**config.mk**
```make
export PLATFORM = sky130hd
export DESIGN_NAME = iru_top
export DESIGN_NICKNAME = d
export VERILOG_FILES = /design/src/design/iru_edge_detect.v /design/src/design/iru_top.v
export VERILOG_INCLUDE_DIRS = /design/src /design/src/common
export SDC_FILE = /design/constraint.sdc
export NUM_CORES = 1
export LEC_CHECK = 0
export ABC_AREA = 1
export BUFFER_PORTS_ARGS = -buffer_cell sky130_fd_sc_hd__buf_2
export CAP_MARGIN = 20
export CORE_UTILIZATION = 44
export CTS_CLUSTER_DIAMETER = 60
export CTS_CLUSTER_SIZE = 40
export DETAILED_ROUTE_END_ITERATION = 10
export PLACE_DENSITY_LB_ADDON = 0.2
export SLEW_MARGIN = 5
export SYNTH_ARGS = -nofsm -noshare
export SYNTH_HDL_FRONTEND = slang
export SYNTH_HIERARCHICAL = 1
export SYNTH_SLANG_ARGS = --single-unit
```
**constraint.sdc**
```tcl
create_clock -name sys_clk -period 1.55 [get_ports sys_clk]
set_input_delay 0.465 -clock sys_clk [delete_from_list [all_inputs] [get_ports sys_clk]]
set_output_delay 0.465 -clock sys_clk [all_outputs]
set_load 0.005 [all_outputs]
```
**src/common/iru_defs.vh**
```
// Offsets, field positions and reset values of the receive interrupt unit
`ifndef IRU_DEFS_VH
`define IRU_DEFS_VH

// Bus geometry
`define IRU_ADR_W 8
`define IRU_DAT_W 32
`define IRU_CTX_N 4

// Register byte offsets
`define IRU_OFS_EVENT_SET 8'ha0
`define IRU_OFS_EVENT_CLEAR 8'ha4
`define IRU_OFS_MASK_SET 8'ha8
`define IRU_OFS_MASK_CLEAR 8'hac
`define IRU_OFS_GATE 8'hb0
`define IRU_OFS_STATUS 8'hb4
`define IRU_OFS_STATUS_MASK 8'hb8

// Field positions
`define IRU_GATE_BIT 31
`define IRU_STAT_SUMMARY_BIT 0
`define IRU_STAT_OVERRUN_BIT 1
`define IRU_STAT_W 2

// Reset values
`define IRU_EVENT_RST 4'h0
`define IRU_MASK_RST 4'h0
`define IRU_GATE_RST 1'b0
`define IRU_STAT_RST 2'h0
`define IRU_STAT_MASK_RST 2'h0
`define IRU_RDATA_RST 32'h0000_0000

`endif

```
**src/design/iru_edge_detect.v**
```verilog
// Rising-edge detector for one context interrupt signal
`timescale 1ns/1ps

module iru_edge_detect
(
    // Clock and reset
    input wire sys_clk,
    input wire rst_n,
    input wire ce,
    // Level in, one-cycle pulse out
    input wire level,
    output wire rise
);

    reg prev_reg;

    always @(posedge sys_clk)
    begin
        if (!rst_n)
            prev_reg <= 1'b0;
        else if (ce)
            prev_reg <= level;
    end

    // Held high gives one pulse only
    assign rise = level & ~prev_reg & ce;

endmodule // iru_edge_detect

```
**src/design/iru_top.v**
```verilog
// Isochronous receive context interrupt unit with a Wishbone slave
//
// Function
// - Completed input command with irq request raises signal
// - Hardware sets an event bit on rising edge only
// - Set address sets bits written one
// - Only clear-address ones clear event bits
// - Clear-address read returns events AND mask
// - Mask reads back at both; set/clear
// - Mask bit n enables context n only
// - Four event bits feed summary bit 0
// - Upper bits read zero, writes ignored, except gate bit 31
// - Global gate clear blocks external interrupt
//
// Our own choice: register access over Wishbone.
`timescale 1ns/1ps
`include "iru_defs.vh"

module iru_top
(
    // Clock, reset and enable
    input wire sys_clk,
    input wire rst_n,
    input wire ce,
    // Wishbone slave
    input wire wb_cyc_i,
    input wire wb_stb_i,
    input wire wb_we_i,
    input wire [7:0] wb_adr_i,
    input wire [3:0] wb_sel_i,
    input wire [31:0] wb_dat_i,
    output wire [31:0] wb_dat_o,
    output wire wb_ack_o,
    // Receive context completion reports
    input wire [3:0] rx_cmd_done,
    input wire [3:0] rx_cmd_irq_req,
    // Interrupt outputs
    output wire receive_summary_event,
    output wire irq
);

    // Context field of a written word; only lane 0 carries it
    function [3:0] ctx_bits;
        input [31:0] data;
        input [3:0] sel;
        begin
            ctx_bits = sel[0] ? data[3:0] : 4'h0;
        end
    endfunction

    // Status field of a written word
    function [1:0] stat_bits;
        input [31:0] data;
        input [3:0] sel;
        begin
            stat_bits = sel[0] ? data[1:0] : 2'h0;
        end
    endfunction

    // Exact match only, so no alias can reach the clear addresses
    function reg_hit;
        input [7:0] adr;
        input [7:0] ofs;
        begin
            reg_hit = (adr == ofs);
        end
    endfunction

    // Bus state
    reg ack_reg;
    reg [31:0] rdata_reg;
    reg [31:0] rdata_next;
    wire bus_req;
    wire wr_fire;

    // Register state
    reg [3:0] event_reg;
    reg [3:0] event_next;
    reg [3:0] mask_reg;
    reg [3:0] mask_next;
    reg gate_reg;
    reg gate_next;
    reg [1:0] stat_reg;
    reg [1:0] stat_next;
    reg [1:0] stat_mask_reg;
    reg [1:0] stat_mask_next;

    // Context signals
    reg [3:0] ctx_irq_reg;
    wire [3:0] ctx_rise;
    wire [3:0] masked_events;

    // Outputs
    reg summary_reg;
    reg irq_reg;

    // Write decode
    wire wr_event_set;
    wire wr_event_clr;
    wire wr_mask_set;
    wire wr_mask_clr;
    wire wr_gate;
    wire wr_stat;
    wire wr_stat_mask;

    assign bus_req = wb_cyc_i & wb_stb_i;

    // Write lands at the edge where the master sees ack
    assign wr_fire = bus_req & wb_we_i & ack_reg & ce;

    assign wr_event_set = wr_fire & reg_hit(wb_adr_i, `IRU_OFS_EVENT_SET);
    assign wr_event_clr = wr_fire & reg_hit(wb_adr_i, `IRU_OFS_EVENT_CLEAR);
    assign wr_mask_set = wr_fire & reg_hit(wb_adr_i, `IRU_OFS_MASK_SET);
    assign wr_mask_clr = wr_fire & reg_hit(wb_adr_i, `IRU_OFS_MASK_CLEAR);
    assign wr_gate = wr_fire & reg_hit(wb_adr_i, `IRU_OFS_GATE);
    assign wr_stat = wr_fire & reg_hit(wb_adr_i, `IRU_OFS_STATUS);
    assign wr_stat_mask = wr_fire & reg_hit(wb_adr_i, `IRU_OFS_STATUS_MASK);

    // Bus answer: data and ack together in cycle 1
    always @(posedge sys_clk)
    begin
        if (!rst_n)
            ack_reg <= 1'b0;
        else if (ce)
            ack_reg <= bus_req & ~ack_reg;
    end

    assign wb_ack_o = ack_reg;
    assign wb_dat_o = rdata_reg;

    // Read mux; unmapped offsets answer zero
    always @*
    begin
        rdata_next = `IRU_RDATA_RST;
        case (wb_adr_i)
            `IRU_OFS_EVENT_SET:
                rdata_next[3:0] = event_reg;
            `IRU_OFS_EVENT_CLEAR:
                rdata_next[3:0] = event_reg & mask_reg;
            `IRU_OFS_MASK_SET:
                rdata_next[3:0] = mask_reg;
            `IRU_OFS_MASK_CLEAR:
                rdata_next[3:0] = mask_reg;
            `IRU_OFS_GATE:
                rdata_next[`IRU_GATE_BIT] = gate_reg;
            `IRU_OFS_STATUS:
                rdata_next[1:0] = stat_reg;
            `IRU_OFS_STATUS_MASK:
                rdata_next[1:0] = stat_mask_reg;
            default:
                rdata_next = `IRU_RDATA_RST;
        endcase
    end

    always @(posedge sys_clk)
    begin
        if (!rst_n)
            rdata_reg <= `IRU_RDATA_RST;
        else if (ce && bus_req && !ack_reg && !wb_we_i)
            rdata_reg <= rdata_next;
        // Zero again from the cycle after ack, so idle data never stands
        else if (ce)
            rdata_reg <= `IRU_RDATA_RST;
    end

    // Context interrupt signal, high one cycle after each cycle that completion and irq request stand together
    always @(posedge sys_clk)
    begin
        if (!rst_n)
            ctx_irq_reg <= 4'h0;
        else if (ce)
            ctx_irq_reg <= rx_cmd_done & rx_cmd_irq_req;
    end

    // Edge detectors, one per context
    genvar i;
    generate
        for (i = 0; i < `IRU_CTX_N; i = i + 1)
        begin : g_ctx
            iru_edge_detect u_edge
            (
                .sys_clk(sys_clk),
                .rst_n(rst_n),
                .ce(ce),
                .level(ctx_irq_reg[i]),
                .rise(ctx_rise[i])
            );
        end
    endgenerate

    // Event register; hardware set beats a clear in the same cycle
    always @*
    begin
        event_next = event_reg;
        if (wr_event_clr)
            event_next = event_next & ~ctx_bits(wb_dat_i, wb_sel_i);
        if (wr_event_set)
            event_next = event_next | ctx_bits(wb_dat_i, wb_sel_i);
        event_next = event_next | ctx_rise;
    end

    always @(posedge sys_clk)
    begin
        if (!rst_n)
            event_reg <= `IRU_EVENT_RST;
        else if (ce)
            event_reg <= event_next;
    end

    // Mask register
    always @*
    begin
        mask_next = mask_reg;
        if (wr_mask_set)
            mask_next = mask_next | ctx_bits(wb_dat_i, wb_sel_i);
        if (wr_mask_clr)
            mask_next = mask_next & ~ctx_bits(wb_dat_i, wb_sel_i);
    end

    always @(posedge sys_clk)
    begin
        if (!rst_n)
            mask_reg <= `IRU_MASK_RST;
        else if (ce)
            mask_reg <= mask_next;
    end

    // Global gate, written through byte lane 3
    always @*
    begin
        gate_next = gate_reg;
        if (wr_gate && wb_sel_i[3])
            gate_next = wb_dat_i[`IRU_GATE_BIT];
    end

    always @(posedge sys_clk)
    begin
        if (!rst_n)
            gate_reg <= `IRU_GATE_RST;
        else if (ce)
            gate_reg <= gate_next;
    end

    // Bit n of mask gates bit n of events only
    assign masked_events = event_reg & mask_reg;

    // Status: summary level and lost-edge overrun
    always @*
    begin
        stat_next = stat_reg;
        if (wr_stat)
            stat_next = stat_next & ~stat_bits(wb_dat_i, wb_sel_i);
        // Re-set every cycle the summary stands, so the line never drops
        if (|masked_events)
            stat_next[`IRU_STAT_SUMMARY_BIT] = 1'b1;
        // An edge on a bit still pending cannot be counted twice
        if (|(ctx_rise & event_reg))
            stat_next[`IRU_STAT_OVERRUN_BIT] = 1'b1;
    end

    always @(posedge sys_clk)
    begin
        if (!rst_n)
            stat_reg <= `IRU_STAT_RST;
        else if (ce)
            stat_reg <= stat_next;
    end

    always @*
    begin
        stat_mask_next = stat_mask_reg;
        if (wr_stat_mask)
            stat_mask_next = stat_bits(wb_dat_i, wb_sel_i);
    end

    always @(posedge sys_clk)
    begin
        if (!rst_n)
            stat_mask_reg <= `IRU_STAT_MASK_RST;
        else if (ce)
            stat_mask_reg <= stat_mask_next;
    end

    // Registered outputs; summary one cycle behind the event register, irq one cycle behind status
    always @(posedge sys_clk)
    begin
        if (!rst_n)
        begin
            summary_reg <= 1'b0;
            irq_reg <= 1'b0;
        end
        else if (ce)
        begin
            summary_reg <= |masked_events;
            irq_reg <= gate_reg & (|(stat_reg & stat_mask_reg));
        end
    end

    // Host polls event_reg after seeing this summary
    assign receive_summary_event = summary_reg;
    assign irq = irq_reg;

endmodule // iru_top

```
==> results.toml <==
[status]
outcome = "finished, final reports clean"

[die]
initial_core_util = 0.462
core_sq_um = 3660
io_pins = 93
die_area_sq_um = 4100
rows = 22
die_h_microns = 64.0
dieWidth_microns = 64.0

[hold_path]
min_path_cells = 3
min_path_type = "in -> reg"

[logic_synthesis]
synth_compound_area_frac = 0.150
ys_top_cells_by_area = "dfxtp_1 34%, nand2_1 16%, buf_4 12%"
synth-xor-area-share = 0
synthCells = 256
ys_ff_latch = 29
synth_warnings = 6
syn_area_sq_um = 1690
synthMuxAreaShare = 0
synth_ff_type = "dfxtp_1"
synth_top_cell_area_share = 0.343
synth_largest_area_cell = "dfxtp_1"
synth-simple-area-share = 0.320
synth_cell_types = 23
synth_most_common_cell = "nand2_1"
synthAdderAreaFrac = 0
ys_async_sr_fraction = 0
ys_seq_area_frac = 0.343
synth_edf_count = 0
synth_area_per_cell_sq_um = 6.61
synth_top_family_by_area = "simple AND/OR/NAND/NOR gates"
synth_common_cells = "71 x nand2_1, 29 x dfxtp_1, 27 x buf_4"

[clock_network]
clock_sinks = 29
ctsHoldBuffers = 0
clk_transition_reported_paths_ps = 60
post_cts_resized = 0
cts_tree = "done"
clockRootBuffer = "clkbuf_8"
insertion_delay_ps = 270
clock_path_buffers = 2
htreeDepth = 2
postCtsSetupBuffers = 0
cts_buffers = 5

[detailed_routing]
drt_iter0_drc = 74
viasPerCell = 4.57
ant_nets = 0
wl_microns = 3620
drc = 0
vias = 1650
firstDrtPassIters = 4
wl_per_cell_microns = 10.0

[final_layout]
area_growth_pct = 20.7
fill_cells = 396
largest_reg_flops = 5
fin_util = 0.558
final_layout_size_suffix_gt1_frac = 0.224
multi_input_area_sq_um = 897
regArea_sq_um = 581
antennaDiodeCount = 0
stdcell_count = 361
layout.nets = 370

[critical_path]
critical_path_arrival_ps = 1470
startpoint_type = "input port"
cp.required_ps = 1710
cp_cell_sequence = "buf_2 -> nor2_1 -> nand3_1 -> nor2_1 -> nand2_1 -> o21ai_0 -> a31oi_1"
crit_path_end_kind = "flop"
path_class = "in -> reg"
crit_top_cell = "nor2_1"
max_stage_delay_ps = 220
critPathSlowestCell = "nor2_1"
crit_path_max_fanout = 4
r2r_cells = 5

[pwr]
power_leakage_nw = 0.998
ir_worst_vdd_mv = 0.516
p_per_area_nw_per_um2 = 746

[placement]
dp_hpwl_microns = 2860
place.gp.congestion = 0.796
port_buffers = 36
dp_cells = 353

[global_routing]
grt_use_met1 = 0.246
grt_use_met3 = 0.0482
grt_usage = 0.194
antenna_found_initial = 0
use_met2 = 0.311
grt_pass1_vias = 1413
grt.overflow.total = 0
grt_max_degree = 23
grt_pass1_wl_microns = 6090
busiest_layer = "met2"

[sta]
finalSetupViolations = 0
rsz0062_at_grt = "no"
fin_skew_ps = 1.81
period_share = 0.848
period_needed_ps = 1320
hold_ws_ps = 429
drv_slew = 0
max_freq_mhz = 760
hold_viol = 0

[job]
maxCapViolations = 0
where the power goes:
part           leakage [nW]  total (W)  switching (W)  internal, W
Combinational         0.718   0.000179       0.000108    0.0000709
Clock                0.0450   0.000576       0.000266     0.000310
Sequential            0.235   0.000770     0.00000906     0.000761
per-stage QoR:
stage | TNS, ps | instance area, sq um | power (W) | setup WS (ps)
after CTS | 0 | 2040 | 0.00154 | 252
final | 0 | 2040 | 0.00152 | 235
after global routing | 0 | 2040 | 0.00161 | 117
after floorplan | 0 | 1790 | 0.000922 | 133
after detailed placement | -56.4 | 1960 | 0.000963 | -20.0
after global placement | -81.7 | 1960 | 0.000961 | -19.3
worst max-delay path: cells and delay by family:
kind | cells | cell delay, ps
simple gates | 4 | 630
compound gates | 2 | 280
buf+inv | 1 | 100
routing by layer:
layer	vias up	wire length, microns
met5	-	0
met4	0	55
met3	6	161
met2	42	1650
met1	710	1750
li1	892	-
logic make-up after synthesis:
family	after synthesis
buffers and inverters	56
AND/OR/NAND/NOR	126
flip-flops	29
other	1
AO/OA/AOI/OAI	44
final cells by class:
cell class,count,share of cell area
clock buffers,6,0.0355
clock inverters,2,0.00490
inverters,25,0.0460
multi-input cells,197,0.439
flip-flops and latches,29,0.284
well taps,48,0.0294
repair buffers,54,0.161
placed cells by master (no fill, tap or decap), drive strengths merged:
master  Yosys  final
nand2      71     71
buf        27     54
dfxtp      29     29
conb        1     27
inv        25     25
nor2       24     24
a21oi      24     24
nand3      19     19
o21ai      11     11
nand4       6      6
clkbuf      4      6
a31oi       4      4
a211oi      4      4
nor3        4      4
clkinv      0      2
nand3b      1      1
or2         1      1
a22o        1      1
path summary, 6_finish.rpt:
| kind | from | to | slack (ps) |
|---|---|---|---|
| max | wb_adr_i[1] | event_reg[3] | 230 |
| min | rx_cmd_irq_req[1] | ctx_irq_reg[1] | 430 |
| max reg2reg | wb_ack_o | event_reg[3] | 270 |
| min reg2reg | wb_dat_o[31] | wb_dat_o[31] | 460 |
Note: power is estimated with default switching activity, not from simulation.
